### src/rtl/spm_defines.svh
// offsets, field positions, reset values and counts of the serial port
`ifndef SPM_DEFINES_SVH
`define SPM_DEFINES_SVH
`define SPM_OFS_CTRL   4'h0
`define SPM_OFS_STAT   4'h4
`define SPM_OFS_DATA   4'h8
`define SPM_CTRL_IRQEN 7
`define SPM_CTRL_PEN   6
`define SPM_CTRL_ROLE  4
`define SPM_CTRL_CLOCK_POLARITY_BIT  3
`define SPM_CTRL_CLOCK_PHASE_BIT  2
`define SPM_STAT_TC    7
`define SPM_STAT_WRITE_COLLISION_FLAG  6
`define SPM_STAT_MODE_FAULT_FLAG  4
`define SPM_CTRL_RST   8'h00
`define SPM_DATA_RST   8'h00
`define SPM_DIV0       2
`define SPM_DIV1       4
`define SPM_DIV2       16
`define SPM_DIV3       32
`define SPM_LAST_EDGE  4'hF
`endif

### src/rtl/spm_pkg.sv
// types shared by the serial port
package spm_pkg;
   typedef logic [7:0]  spm_byte_t;
   typedef logic [31:0] spm_word_t;
   typedef enum logic {SPM_IDLE, SPM_RUN} spm_mstate_t;
endpackage

### src/rtl/spm_port.sv
// byte-wide serial port, master or slave, behind a classic wishbone slave
//
// Design decisions made here: the Wishbone register port and the register addresses.
`timescale 1ns/1ps
`include "spm_defines.svh"

module spm_port #(
   parameter int ADDR_W = 4,
   parameter int DIV0   = `SPM_DIV0,
   parameter int DIV1   = `SPM_DIV1,
   parameter int DIV2   = `SPM_DIV2,
   parameter int DIV3   = `SPM_DIV3
) (
   input  wire logic              sys_clk,
   input  wire logic              nrst,
   input  wire logic              wb_cyc_i,
   input  wire logic              wb_stb_i,
   input  wire logic              wb_we_i,
   input  wire logic [ADDR_W-1:0] wb_adr_i,
   input  wire logic [3:0]        wb_sel_i,
   input  wire spm_pkg::spm_word_t wb_dat_i,
   output      spm_pkg::spm_word_t wb_dat_o,
   output      logic              wb_ack_o,
   output      logic              irq_o,
   input  wire logic              sck_i,
   output      logic              sck_o,
   output      logic              sck_oe,
   input  wire logic              mosi_i,
   output      logic              mosi_o,
   output      logic              mosi_oe,
   input  wire logic              miso_i,
   output      logic              miso_o,
   output      logic              miso_oe,
   input  wire logic              ss_n_i
);
   import spm_pkg::*;

   initial begin
      if (ADDR_W < 4 || DIV0 < 2 || DIV1 < 2 || DIV2 < 2 || DIV3 < 2 ||
          DIV0 % 2 != 0 || DIV1 % 2 != 0 || DIV2 % 2 != 0 || DIV3 % 2 != 0 ||
          DIV3 > 512)
         $error("spm_port: unsupported parameter");
   end

   // -----------------------------------------------------------------
   // pin synchronisers
   // -----------------------------------------------------------------
   logic [1:0] sck_s, mosi_s, miso_s, ss_s;

   always_ff @(posedge sys_clk or negedge nrst) begin
      if (!nrst) begin
         sck_s  <= 2'h0;
         mosi_s <= 2'h0;
         miso_s <= 2'h0;
         ss_s   <= 2'h3;
      end else begin
         sck_s  <= {sck_s[0], sck_i};
         mosi_s <= {mosi_s[0], mosi_i};
         miso_s <= {miso_s[0], miso_i};
         ss_s   <= {ss_s[0], ss_n_i};
      end
   end

   logic sck_old_q;
   logic ss_low;
   assign ss_low = !ss_s[1];

   // -----------------------------------------------------------------
   // registers and bus
   // -----------------------------------------------------------------
   spm_byte_t   ctrl_q, sh_q, rx_q, sh_nxt;
   logic        tc_q, write_collision_flag_q, mode_fault_flag_q, seen_q, ack_q;
   spm_mstate_t m_state;
   logic [3:0]  eidx_q;
   logic        sl_run_q;
   logic        pen, role, clock_polarity_bit, clock_phase_bit;
   logic        req, rd_stat, rd_data, wr_data, wr_ctrl, dacc;
   logic        busy, blocked, edge_ev, edge_in, done_ev;

   assign pen  = ctrl_q[`SPM_CTRL_PEN];
   assign role = ctrl_q[`SPM_CTRL_ROLE];
   assign clock_polarity_bit = ctrl_q[`SPM_CTRL_CLOCK_POLARITY_BIT];
   assign clock_phase_bit = ctrl_q[`SPM_CTRL_CLOCK_PHASE_BIT];

   assign req     = wb_cyc_i && wb_stb_i && !ack_q;
   assign rd_stat = req && !wb_we_i && wb_adr_i[3:0] == `SPM_OFS_STAT;
   assign rd_data = req && !wb_we_i && wb_adr_i[3:0] == `SPM_OFS_DATA;
   assign wr_data = req && wb_we_i && wb_sel_i[0] &&
                    wb_adr_i[3:0] == `SPM_OFS_DATA;
   assign wr_ctrl = req && wb_we_i && wb_sel_i[0] &&
                    wb_adr_i[3:0] == `SPM_OFS_CTRL;
   assign dacc    = rd_data || wr_data;

   // one wait state: ack in the cycle after the request is seen
   always_ff @(posedge sys_clk or negedge nrst) begin
      if (!nrst) begin
         ack_q    <= 1'b0;
         wb_dat_o <= 32'h0;
      end else begin
         ack_q    <= req;
         wb_dat_o <= 32'h0;
         if (req && !wb_we_i) begin
            case (wb_adr_i[3:0])
               `SPM_OFS_CTRL: wb_dat_o <= {24'h0, ctrl_q};
               `SPM_OFS_STAT: wb_dat_o <= {24'h0, tc_q, write_collision_flag_q, 1'b0,
                                           mode_fault_flag_q, 4'h0};
               `SPM_OFS_DATA: wb_dat_o <= {24'h0, rx_q};
               default:       wb_dat_o <= 32'h0;
            endcase
         end
      end
   end
   assign wb_ack_o = ack_q;

   always_ff @(posedge sys_clk or negedge nrst) begin
      if (!nrst)
         ctrl_q <= `SPM_CTRL_RST;
      else if (wr_ctrl)
         ctrl_q <= wb_dat_i[7:0];
   end

   // -----------------------------------------------------------------
   // master clock generator
   // -----------------------------------------------------------------
   logic [8:0] div_q, half;
   logic       tick, sck_q;

   always_comb begin
      case (ctrl_q[1:0])
         2'h0:    half = 9'(DIV0 / 2);
         2'h1:    half = 9'(DIV1 / 2);
         2'h2:    half = 9'(DIV2 / 2);
         default: half = 9'(DIV3 / 2);
      endcase
   end
   assign tick = m_state == SPM_RUN && div_q == half - 9'h1;

   always_ff @(posedge sys_clk or negedge nrst) begin
      if (!nrst)
         div_q <= 9'h0;
      else if (m_state != SPM_RUN || tick)
         div_q <= 9'h0;
      else
         div_q <= div_q + 9'h1;
   end

   always_ff @(posedge sys_clk or negedge nrst) begin
      if (!nrst)
         sck_q <= 1'b0;
      else if (m_state != SPM_RUN)
         sck_q <= clock_polarity_bit;
      else if (tick)
         sck_q <= !sck_q;
   end

   // -----------------------------------------------------------------
   // edge source: generated clock as master, pin clock as slave
   // -----------------------------------------------------------------
   always_ff @(posedge sys_clk or negedge nrst) begin
      if (!nrst)
         sck_old_q <= 1'b0;
      else
         sck_old_q <= sck_s[1];
   end

   always_comb begin
      if (role) begin
         edge_ev = tick;
         edge_in = miso_s[1];
      end else begin
         edge_ev = pen && ss_low && sck_s[1] != sck_old_q;
         edge_in = mosi_s[1];
      end
   end

   // sample edges are even indices for phase zero, odd for phase one
   logic samp_e, in_q;
   assign samp_e  = eidx_q[0] == clock_phase_bit;
   assign done_ev = edge_ev && eidx_q == `SPM_LAST_EDGE;
   always_comb begin
      if (clock_phase_bit && done_ev)
         sh_nxt = {sh_q[6:0], edge_in};
      else
         sh_nxt = {sh_q[6:0], in_q};
   end

   always_ff @(posedge sys_clk or negedge nrst) begin
      if (!nrst)
         eidx_q <= 4'h0;
      else if (!role && !ss_low)
         eidx_q <= 4'h0;
      else if (role && m_state != SPM_RUN)
         eidx_q <= 4'h0;
      else if (edge_ev)
         eidx_q <= eidx_q + 4'h1;
   end

   always_ff @(posedge sys_clk or negedge nrst) begin
      if (!nrst)
         in_q <= 1'b0;
      else if (edge_ev && samp_e)
         in_q <= edge_in;
   end

   // slave with phase one counts as busy from its first edge on
   always_ff @(posedge sys_clk or negedge nrst) begin
      if (!nrst)
         sl_run_q <= 1'b0;
      else if (role || !ss_low || done_ev)
         sl_run_q <= 1'b0;
      else if (edge_ev)
         sl_run_q <= 1'b1;
   end

   assign busy = role ? m_state == SPM_RUN
                      : pen && ss_low && (!clock_phase_bit || sl_run_q);
   assign blocked = role && tc_q && !seen_q;

   // -----------------------------------------------------------------
   // master sequencer
   // -----------------------------------------------------------------
   always_ff @(posedge sys_clk or negedge nrst) begin
      if (!nrst)
         m_state <= SPM_IDLE;
      else begin
         case (m_state)
            SPM_IDLE:
               if (wr_data && role && pen && !busy && !blocked)
                  m_state <= SPM_RUN;
            SPM_RUN:
               if (done_ev || !role)
                  m_state <= SPM_IDLE;
            default: m_state <= SPM_IDLE;
         endcase
      end
   end

   // -----------------------------------------------------------------
   // shift register and receive buffer
   // -----------------------------------------------------------------
   always_ff @(posedge sys_clk or negedge nrst) begin
      if (!nrst)
         sh_q <= `SPM_DATA_RST;
      else if (wr_data && !busy && !blocked)
         sh_q <= wb_dat_i[7:0];
      else if (edge_ev && (done_ev || (!samp_e && eidx_q != 4'h0)))
         sh_q <= sh_nxt;
   end

   // a byte finishing while the flag is still set is dropped
   always_ff @(posedge sys_clk or negedge nrst) begin
      if (!nrst)
         rx_q <= `SPM_DATA_RST;
      else if (done_ev && !tc_q)
         rx_q <= sh_nxt;
   end

   // -----------------------------------------------------------------
   // status flags
   // -----------------------------------------------------------------
   always_ff @(posedge sys_clk or negedge nrst) begin
      if (!nrst)
         seen_q <= 1'b0;
      else if (rd_stat && (tc_q || write_collision_flag_q || mode_fault_flag_q))
         seen_q <= 1'b1;
      else if (dacc || wr_ctrl)
         seen_q <= 1'b0;
   end

   // set wins over a clear in the same cycle
   always_ff @(posedge sys_clk or negedge nrst) begin
      if (!nrst)
         tc_q <= 1'b0;
      else if (done_ev)
         tc_q <= 1'b1;
      else if (dacc && seen_q && tc_q)
         tc_q <= 1'b0;
   end

   always_ff @(posedge sys_clk or negedge nrst) begin
      if (!nrst)
         write_collision_flag_q <= 1'b0;
      else if (wr_data && busy)
         write_collision_flag_q <= 1'b1;
      else if (wr_data && seen_q && write_collision_flag_q && !tc_q)
         write_collision_flag_q <= 1'b1;
      else if (dacc && seen_q && write_collision_flag_q)
         write_collision_flag_q <= 1'b0;
   end

   // a master's select must stay high; a low one is a mode fault
   always_ff @(posedge sys_clk or negedge nrst) begin
      if (!nrst)
         mode_fault_flag_q <= 1'b0;
      else if (pen && role && ss_low)
         mode_fault_flag_q <= 1'b1;
      else if (wr_ctrl && seen_q)
         mode_fault_flag_q <= 1'b0;
   end

   // -----------------------------------------------------------------
   // pin drive and interrupt
   // -----------------------------------------------------------------
   always_ff @(posedge sys_clk or negedge nrst) begin
      if (!nrst) begin
         sck_oe  <= 1'b0;
         mosi_oe <= 1'b0;
         miso_oe <= 1'b0;
         irq_o   <= 1'b0;
      end else begin
         sck_oe  <= pen && role;
         mosi_oe <= pen && role;
         miso_oe <= pen && !role && ss_low;
         irq_o   <= ctrl_q[`SPM_CTRL_IRQEN] && (tc_q || mode_fault_flag_q);
      end
   end
   assign sck_o  = sck_q;
   assign mosi_o = sh_q[7];
   assign miso_o = sh_q[7];
endmodule

### config.mk
export PLATFORM = sky130hd
export DESIGN_NAME = spm_port
export DESIGN_NICKNAME = d
export VERILOG_FILES = /design/src/rtl/spm_pkg.sv /design/src/rtl/spm_port.sv
export VERILOG_INCLUDE_DIRS = /design/src /design/src/rtl
export SDC_FILE = /design/constraint.sdc
export NUM_CORES = 1
export LEC_CHECK = 0
export CAP_MARGIN = 20
export CORE_AREA = 2 2 80 82
export CTS_BUF_LIST = sky130_fd_sc_hd__clkbuf_4 sky130_fd_sc_hd__clkbuf_8
export CTS_CLUSTER_SIZE = 40
export DETAILED_ROUTE_END_ITERATION = 12
export DIE_AREA = 0 0 82 84
export DONT_BUFFER_PORTS = 1
export PLACE_DENSITY = 0.67
export SKIP_LAST_GASP = 1
export SLEW_MARGIN = 20
export SYNTH_ARGS = -nofsm -noshare
export SYNTH_HDL_FRONTEND = slang
export SYNTH_SLANG_ARGS = --single-unit
### constraint.sdc
create_clock -name sys_clk -period 4.72 [get_ports sys_clk]
set_input_delay 0.472 -clock sys_clk [delete_from_list [all_inputs] [get_ports sys_clk]]
set_output_delay 0.472 -clock sys_clk [all_outputs]
set_load 0.005 [all_outputs]
==> metrics.yaml, run 1 <==
crit_buf_inv: 0
cts-htree-levels: 3
seqCellArea_sq_um: 1650
place_inst: 351
cts_buffers: 9
synth_top_area_share_pct: 51.2
ff2ff_path_depth: 7
areaGrowthSynthToFinish_pct: 7.84
die_y_um: 84
fin_setup_tns_ns: 0
grt_pass1_vias: 1870
cpPeakStageDelay_ns: 0.44
synthTopCellsByArea: "dfrtp_1 51%, mux2_2 8.3%, buf_4 6.2%"
layout.cells.non_filler: 369
holdWs_ns: 0.126
slew_headroom_pct: 62.8
antenna_cells: 0
p_leak_uw: 0.00152
critPathKind: "reg2reg"
synth-main-ff-cell: "dfrtp_1"
endpoint: "rx_q[5]"
arrival_ns: 2.93
max_freq_ghz: 0.370
ys_seq_area_share_pct: 52.9
ir_drop_v: 0.000221
die_area_sq_um: 6890
outcome: "completed"
cp-start-kind: "flop"
initial_core_util_pct: 51.3
synth_top_area_cell: "dfrtp_1"
grtUsageTotal_pct: 18.2
crit_start: "ctrl_q[1]"
ys_warn_count: 0
wl_per_cell_um: 14.8
crit_chain: "or2_2 -> ha_1 -> xnor2_1 -> nor3_2 -> a31oi_4 -> nor3_4 -> mux2_2"
wl_mm: 5.48
end_kind: "flop"
cts_repair_resize_count: 0
cap_violations: 0
drt_iter0_drc: 113
path_delay_family: "simple AND/OR/NAND/NOR gates"
port_buffers: 0
n_fill_cell: 521
cts-root-buf: "clkbuf_8"
hold_path_class: "in2reg"
design_area_sq_um: 3370
final-setup-viol-count: 0
final_layout_size_suffix_gt1_share_pct: 17.5
ios: 89
syn_inst: 284
dp_hpwl_mm: 3.84
nets: 340
slew_violations: 0
final_util_pct: 55.3
rows: 29
cp.depth: 7
crit_path_top_delay_cell: "dfrtp_1"
final.period_utilization_pct: 57.3
multi_input_area_sq_um: 1310
cts_tree: "yes"
ant_nets: 0
hp-start: "ss_n_i"
cp_max_fo: 19
ff2ff_setup_slack_ns: 2.02
drt_first_pass_iters: 4
worst_pin_slew_ns: 0.557
cts.sinks: 66
vias_per_cell: 5.43
vias: 2004
gp_congestion: 0.768
grt_pass1_wl_mm: 9.36
ys_types: 47
r2r_end: "rx_q[5]"
rsz0062_at_grt: "false"
core_area_sq_um: 6100
grt_overflow: 0
die_x_um: 82
syn_area_sq_um: 3130
antenna_found_initial: 0
worst-endpoint-required_ns: 4.95
synth-edff-count: 0
power_density_nw_per_um2: 370
grt_max_degree: 67
route.detailed.drc: 0
insertion_delay_ns: 0.34
reg2reg_from: "ctrl_q[1]"
place_area_sq_um: 3090
async_flop_share_pct: 100
fin_worst_skew_ns: 0.00619
hold_violations: 0
syn-mean-instance-area_sq_um: 11.0
fin_crit_ns: 2.70
yosys_register_bits: 66
ctsLongestPathBuffers: 2
clk_pin_slew_worst_paths_ns: 0.07
metal layers:
layer / track usage (%) / part of all wire, % / up-vias
li1: - / - / 962
met1: 26.3 / 47 / 967
met4: 8.48 / 2.7 / 0
met5: 0 / 0 / -
met3: 6.82 / 6.2 / 16
met2: 24.0 / 44 / 59
cell families after synthesis:
logic type / count (synthesis) / share of synthesized area [%]
XOR/XNOR: 14 / 3.92
flip-flops: 66 / 52.9
other: 1 / 0.120
multiplexers: 24 / 8.60
buffers and inverters: 41 / 8.12
AO/OA/AOI/OAI: 50 / 10.6
AND/OR/NAND/NOR: 84 / 14.2
adder cells (fa/ha/maj): 4 / 1.60
repair_timing:
action | 4_1_cts | 5_1_grt
hold buffers | 2 | 0
endpoints found under the hold margin | 66 | 0
buffers inserted | 0 | 0
sequential cells by signal, summed over array words and instances (netlist names), 2 cells and up:
| name | flops |
|---|---|
| wb_dat_o | 8 |
| div_q | 9 |
| mosi_s | 2 |
| ctrl_q | 8 |
| rx_q | 8 |
| eidx_q | 4 |
| sck_s | 2 |
| miso_s | 2 |
| ss_s | 2 |
| sh_q | 8 |
how the worst min path moves through the flow:
stage	end	slack, ns	cells past startpoint
global placement	wb_dat_o[5]	0.18	0
detailed placement	wb_dat_o[7]	0.18	0
CTS	ss_s[0]	0.11	0
global route	ss_s[0]	0.1	0
floorplan	ctrl_q[0]	0.18	0
finish	ss_s[0]	0.13	0
cell type report:
class / count / area share (%)
Multi-Input combinational cell: 200 / 38.7
Sequential cell: 66 / 49.1
Timing Repair Buffer: 4 / 1.56
Clock inverter: 7 / 3.49
Clock buffer: 9 / 3.67
Tap cell: 77 / 2.86
Inverter: 6 / 0.668
where the power goes:
group / switching [uW] / internal, uW
sequential: 19.3 / 586
combinational: 44.6 / 33.0
clock: 217 / 349
placed cells by master (no fill, tap or decap), types with 3 or more instances in the layout:
master and count:
dfrtp_1 64, nor2_1 33, conb_1 24, mux2_2 23, o21ai_0 17, nand3_1 14, xor2_1 11, clkbuf_8 9
a22oi_1 8, a31oi_1 8, nand2_1 7, a21oi_1 7, inv_1 6, and3_1 4, nand4_1 4, ha_1 4
or3_1 3, xnor2_1 3, clkinvlp_4 3, bufinv_16 3
Yosys cell counts (3+ instances only):
cell type and count:
xor2_1 11, o21ai_0 17, or3_1 3, nand2_1 7
buf_4 26, ha_1 4, a21oi_1 7, a31oi_1 8
nand4_1 4, nor2_1 33, and3_1 4, dfrtp_1 64
a22oi_1 8, xnor2_1 3, mux2_2 23, inv_1 6
clkbuf_1 6, nand3_1 14
worst reg2reg max path, cell delays in order, from the launching register on:
cell,delay (ns)
dfrtp_1,0.44
or2_2,0.32
ha_1,0.30
xnor2_1,0.14
nor3_2,0.27
a31oi_4,0.29
nor3_4,0.45
mux2_2,0.39
through the flow:
step                      total power (uW)  worst slack, ns
after detailed placement               680             2.02
final                                 1250             2.02
after global routing                  1310             1.87
after floorplan                        680             2.37
after CTS                             1260             2.01
after global placement                 679             2.06
(Power assumes the default switching activity.)
==> inputs of run 2 (changes only) <==
--- a/config.mk
+++ b/config.mk
@@ -13,7 +13,7 @@
 export DETAILED_ROUTE_END_ITERATION = 12
 export DIE_AREA = 0 0 82 84
 export DONT_BUFFER_PORTS = 1
-export PLACE_DENSITY = 0.67
+export PLACE_DENSITY = 0.7
 export SKIP_LAST_GASP = 1
 export SLEW_MARGIN = 20
 export SYNTH_ARGS = -nofsm -noshare
==> constraint.sdc (replaced) <==
create_clock -name sys_clk -period 2.45 [get_ports sys_clk]
set_input_delay 0.245 -clock sys_clk [delete_from_list [all_inputs] [get_ports sys_clk]]
set_output_delay 0.245 -clock sys_clk [all_outputs]
set_load 0.005 [all_outputs]
==> metrics.yaml, run 2 (same netlist as run 1, synthesis figures left out) <==
die_y_um: 84
cts-htree-levels: 3
top_register: "div_q"
wl_met1_mm: 2.60
core_area_sq_um: 6100
rows: 29
wl_mm: 5.78
fin_worst_skew_ns: 0.0142
critPathKind: "reg2reg"
clk_pin_slew_worst_paths_ns: 0.08
dr.max_layer_used: "met4"
final_util_pct: 56.5
cp-start-kind: "flop"
cts_tree: "yes"
port_buffers: 0
wl_per_cell_um: 15.1
cp_max_fo: 6
grt_overflow: 0
ios: 89
layout.cells.non_filler: 382
cts_buffers: 9
slew_violations: 0
final_layout_size_suffix_gt1_share_pct: 19.7
outcome: "completed"
hold_path_class: "in2reg"
ctsLongestPathBuffers: 2
n_fill_cell: 513
die_area_sq_um: 6890
antenna_found_initial: 0
antenna_cells: 0
drt_first_pass_iters: 4
grtUsageTotal_pct: 19.3
vias: 2071
design_area_sq_um: 3450
gp_congestion: 0.811
path_delay_family: "simple AND/OR/NAND/NOR gates"
grt_pass1_wl_mm: 9.87
power_density_nw_per_um2: 658
areaGrowthSynthToFinish_pct: 10.2
layout_commonest_cell: "dfrtp_1"
max_freq_ghz: 0.430
worst_pin_slew_ns: 0.505
initial_core_util_pct: 51.3
route.detailed.drc: 0
p_leak_uw: 0.00157
arrival_ns: 2.56
ant_nets: 0
end_kind: "flop"
nets: 353
die_x_um: 82
worst-endpoint-required_ns: 2.68
crit_buf_inv: 1
slew_headroom_pct: 66.2
hold_violations: 0
fin_setup_tns_ns: 0
grt_pass1_vias: 1916
grt_max_degree: 67
ir_drop_v: 0.000424
final-setup-viol-count: 0
crit_path_top_delay_cell: "dfrtp_1"
rsz0062_at_grt: "false"
cts.sinks: 66
cap_violations: 0
vias_per_cell: 5.42
final.period_utilization_pct: 94.9
layout_common_cells: "64 x dfrtp_1, 33 x nor2_1, 24 x conb_1"
dp_hpwl_mm: 4.08
fin_crit_ns: 2.32
cpPeakStageDelay_ns: 0.38
dr_wl_met3_um: 341
place_area_sq_um: 3160
drt_iter0_drc: 130
crit_chain: "or2_2 -> ha_1 -> xnor2_1 -> nor3_2 -> a31oi_4 -> nor3_4 -> buf_4 -> mux2_2"
place_inst: 360
cts-root-buf: "clkbuf_8"
dr_wl_met2_mm: 2.73
postCtsSetupRepairBufs: 0
insertion_delay_ns: 0.35
largest_reg_flops: 9
==> run 2: what timing repair did <==
action                                  CTS  global route
endpoints found under the hold margin    70             0
resized for setup                         0             2
hold buffers                              6             0
endpoints found under the setup margin    0             1
==> run 2: power breakdown <==
| group | internal (uW) | switching, uW |
|---|---|---|
| combinational | 79.9 | 97.6 |
| sequential | 1130 | 30.8 |
| clock | 499 | 432 |
==> run 2: area by class of cell <==
type                            count  area (sq um)  share of cell area, %
Inverter                            6          22.5                  0.654
Clock inverter                      6          65.1                   1.89
Sequential cell                    66          1650                   48.0
Clock buffer                       10           138                   3.99
Multi-Input combinational cell    200          1310                   37.9
Timing Repair Buffer               17           164                   4.76
Tap cell                           77          96.3                   2.80
==> run 2: metrics by stage <==
| stage | setup slack (ns) | power [uW] | hold slack (ns) |
|---|---|---|---|
| 2_1_floorplan | 0.104 | 1310 | -0.0506 |
| 3_3_place_gp | 0.159 | 1320 | -0.0488 |
| 3_5_place_dp | 0.135 | 1330 | -0.0492 |
| 4_1_cts | 0.0989 | 2290 | 0.0224 |
| 5_1_grt | 0.0131 | 2380 | 0.0272 |
| 6_report | 0.125 | 2270 | 0.0404 |
==> run 2: routing by layer <==
layer  vias up  GRT usage, %
met4         0          7.73
met3         9          7.25
met1      1023          27.5
met5         -             0
li1        993             -
met2        46          26.6
==> run 2: path summary, 6_finish.rpt <==
| kind | to | cells after the start | slack, ns | startpoint |
|---|---|---|---|---|
| worst min-delay path | ctrl_q[7] | 1 | 0.04 | wb_dat_i[7] |
| worst max register to register | rx_q[3] | 8 | 0.13 | ctrl_q[1] |
| worst min register to register | sck_s[1] | 0 | 0.35 | sck_s[0] |
| worst max-delay path | rx_q[3] | 8 | 0.13 | ctrl_q[1] |
| max in group asynchronous | ss_s[0] | 2 | 1.70 | nrst |
| min in group asynchronous | ctrl_q[2] | 2 | 0.44 | nrst |
==> inputs of run 3 (changes only) <==
--- a/config.mk
+++ b/config.mk
@@ -7,13 +7,15 @@
 export NUM_CORES = 1
 export LEC_CHECK = 0
 export CAP_MARGIN = 20
-export CORE_AREA = 2 2 80 82
+export CELL_PAD_IN_SITES_DETAIL_PLACEMENT = 2
+export CELL_PAD_IN_SITES_GLOBAL_PLACEMENT = 2
+export CORE_AREA = 2 2 95 97
 export CTS_BUF_LIST = sky130_fd_sc_hd__clkbuf_4 sky130_fd_sc_hd__clkbuf_8
 export CTS_CLUSTER_SIZE = 40
 export DETAILED_ROUTE_END_ITERATION = 12
-export DIE_AREA = 0 0 82 84
+export DIE_AREA = 0 0 97 99
 export DONT_BUFFER_PORTS = 1
-export PLACE_DENSITY = 0.7
+export PLACE_DENSITY_LB_ADDON = 0.1
 export SKIP_LAST_GASP = 1
 export SLEW_MARGIN = 20
 export SYNTH_ARGS = -nofsm -noshare
==> metrics.yaml, run 3 (same netlist as run 1, synthesis figures left out) <==
initial_core_util_pct: 36.6
gp_congestion: 0.730
grtUsageTotal_pct: 16.5
drt_iter0_drc: 61
grt_pass1_wl_mm: 12.3
ios: 89
power_density_nw_per_um2: 679
cts.sinks: 66
wl_mm: 7.46
antenna_cells: 0
n_fill_cell: 903
design_area_sq_um: 3540
vias: 2118
die_area_sq_um: 9600
setup_ws_ns: 0.128
cp-start-kind: "flop"
hold_violations: 0
slew_headroom_pct: 64.6
layout_commonest_cell: "dfrtp_1"
ctsLongestPathBuffers: 2
wl_per_cell_um: 18.1
top_register: "div_q"
critPathKind: "reg2reg"
place_inst: 390
layout_common_cells: "64 x dfrtp_1, 33 x nor2_1, 24 x conb_1"
ir_drop_v: 0.000276
antenna_found_initial: 0
nets: 352
worst_pin_slew_ns: 0.530
fin_worst_skew_ns: 0.0135
rsz0062_at_grt: "false"
insertion_delay_ns: 0.35
arrival_ns: 2.55
cts_buffers: 9
vias_per_cell: 5.14
outcome: "completed"
grt_overflow: 0
die_x_um: 97
fin_crit_ns: 2.32
areaGrowthSynthToFinish_pct: 13.1
hold_path_class: "in2reg"
rows: 34
cts_tree: "yes"
grt_max_degree: 67
worst-endpoint-required_ns: 2.67
ant_nets: 0
cap_violations: 0
place_ws_ns: 0.0618
final.period_utilization_pct: 94.8
largest_reg_flops: 9
max_freq_ghz: 0.431
power.total_uw: 2400
p_leak_uw: 0.00158
grt_pass1_vias: 2243
end_kind: "flop"
final_layout_size_suffix_gt1_share_pct: 20.4
slew_violations: 0
hp-start: "wb_dat_i[7]"
cts-htree-levels: 3
drt_first_pass_iters: 4
layout.cells.non_filler: 412
final-setup-viol-count: 0
crit_start: "ctrl_q[1]"
cp_max_fo: 8
die_y_um: 99
port_buffers: 0
core_area_sq_um: 8550
fin_setup_tns_ns: 0
dp_hpwl_mm: 5.16
clk_pin_slew_worst_paths_ns: 0.08
place_area_sq_um: 3210
route.detailed.drc: 0
cts-root-buf: "clkbuf_8"
reg2reg_from: "ctrl_q[1]"
==> run 3: cell count changes in the layout (fill, tap and decap cells not counted) <==
| cell | delta |
|---|---|
| buf_4 | -2 |
| a2111oi_1 | -1 |
| a2111oi_2 | +1 |
| buf_12 | +1 |
| bufinv_16 | +1 |
| clkinv_2 | -1 |
| clkinv_4 | -1 |
| clkinvlp_4 | +1 |
| ha_1 | -1 |
| ha_4 | +1 |
| nor4b_1 | -1 |
| nor4b_2 | +1 |
==> run 3: area by class of cell <==
| class | instances | area, sq um | area share [%] |
|---|---|---|---|
| sequential | 66 | 1650 | 46.8 |
| multi-input combinational | 200 | 1330 | 37.6 |
| timing repair buffer | 16 | 169 | 4.78 |
| clock buffer | 10 | 138 | 3.89 |
| tap | 108 | 135 | 3.82 |
| clock inverter | 6 | 88.8 | 2.51 |
| inverter | 6 | 22.5 | 0.637 |
==> run 3: path summary, 6_finish.rpt <==
check | to | slack [ns] | cells past startpoint
worst max-delay path | rx_q[3] | 0.13 | 8
worst max register to register | rx_q[3] | 0.13 | 8
min in group asynchronous | wb_dat_o[6] | 0.45 | 2
worst min register to register | miso_s[1] | 0.35 | 0
worst min-delay path | ctrl_q[7] | 0.04 | 1
max in group asynchronous | ss_s[1] | 1.69 | 2
==> run 3: power by group <==
part           internal (uW)  switching (uW)
clock network            602             450
registers               1130            32.7
logic                   84.1             104
total                   1820             587
==> run 3: worst max-delay path, cell delays in order, from the launching register on <==
cell     delay (ns)
dfrtp_1        0.39
or2_2          0.34
ha_4           0.25
xnor2_1        0.13
nor3_2         0.32
a31oi_4        0.14
nor3_4         0.17
buf_12         0.15
mux2_2         0.32
==> run 3: per-stage QoR <==
step | utilization [%] | hold WS (ns)
3_3_place_gp | 37.5 | -0.0488
4_1_cts | 41.1 | 0.0298
2_1_floorplan | - | -0.0506
6_report | 41.4 | 0.0405
3_5_place_dp | 37.5 | -0.0486
5_1_grt | 41.4 | 0.0227
==> run 3: timing repair <==
item                                    CTS  global route
endpoints found under the setup margin    0             6
resized for setup                         0             4
hold buffers                              6             0
buffers inserted                          0             0
hold endpoints to repair                 70             0
==> run 3: layer usage <==
metal	wire length, um	vias to the layer above	GRT usage (%)
met5	0	-	0
met4	68	0	4.55
met3	389	6	5.53
met2	3540	43	25.2
met1	3470	1086	22.5
li1	-	983	-
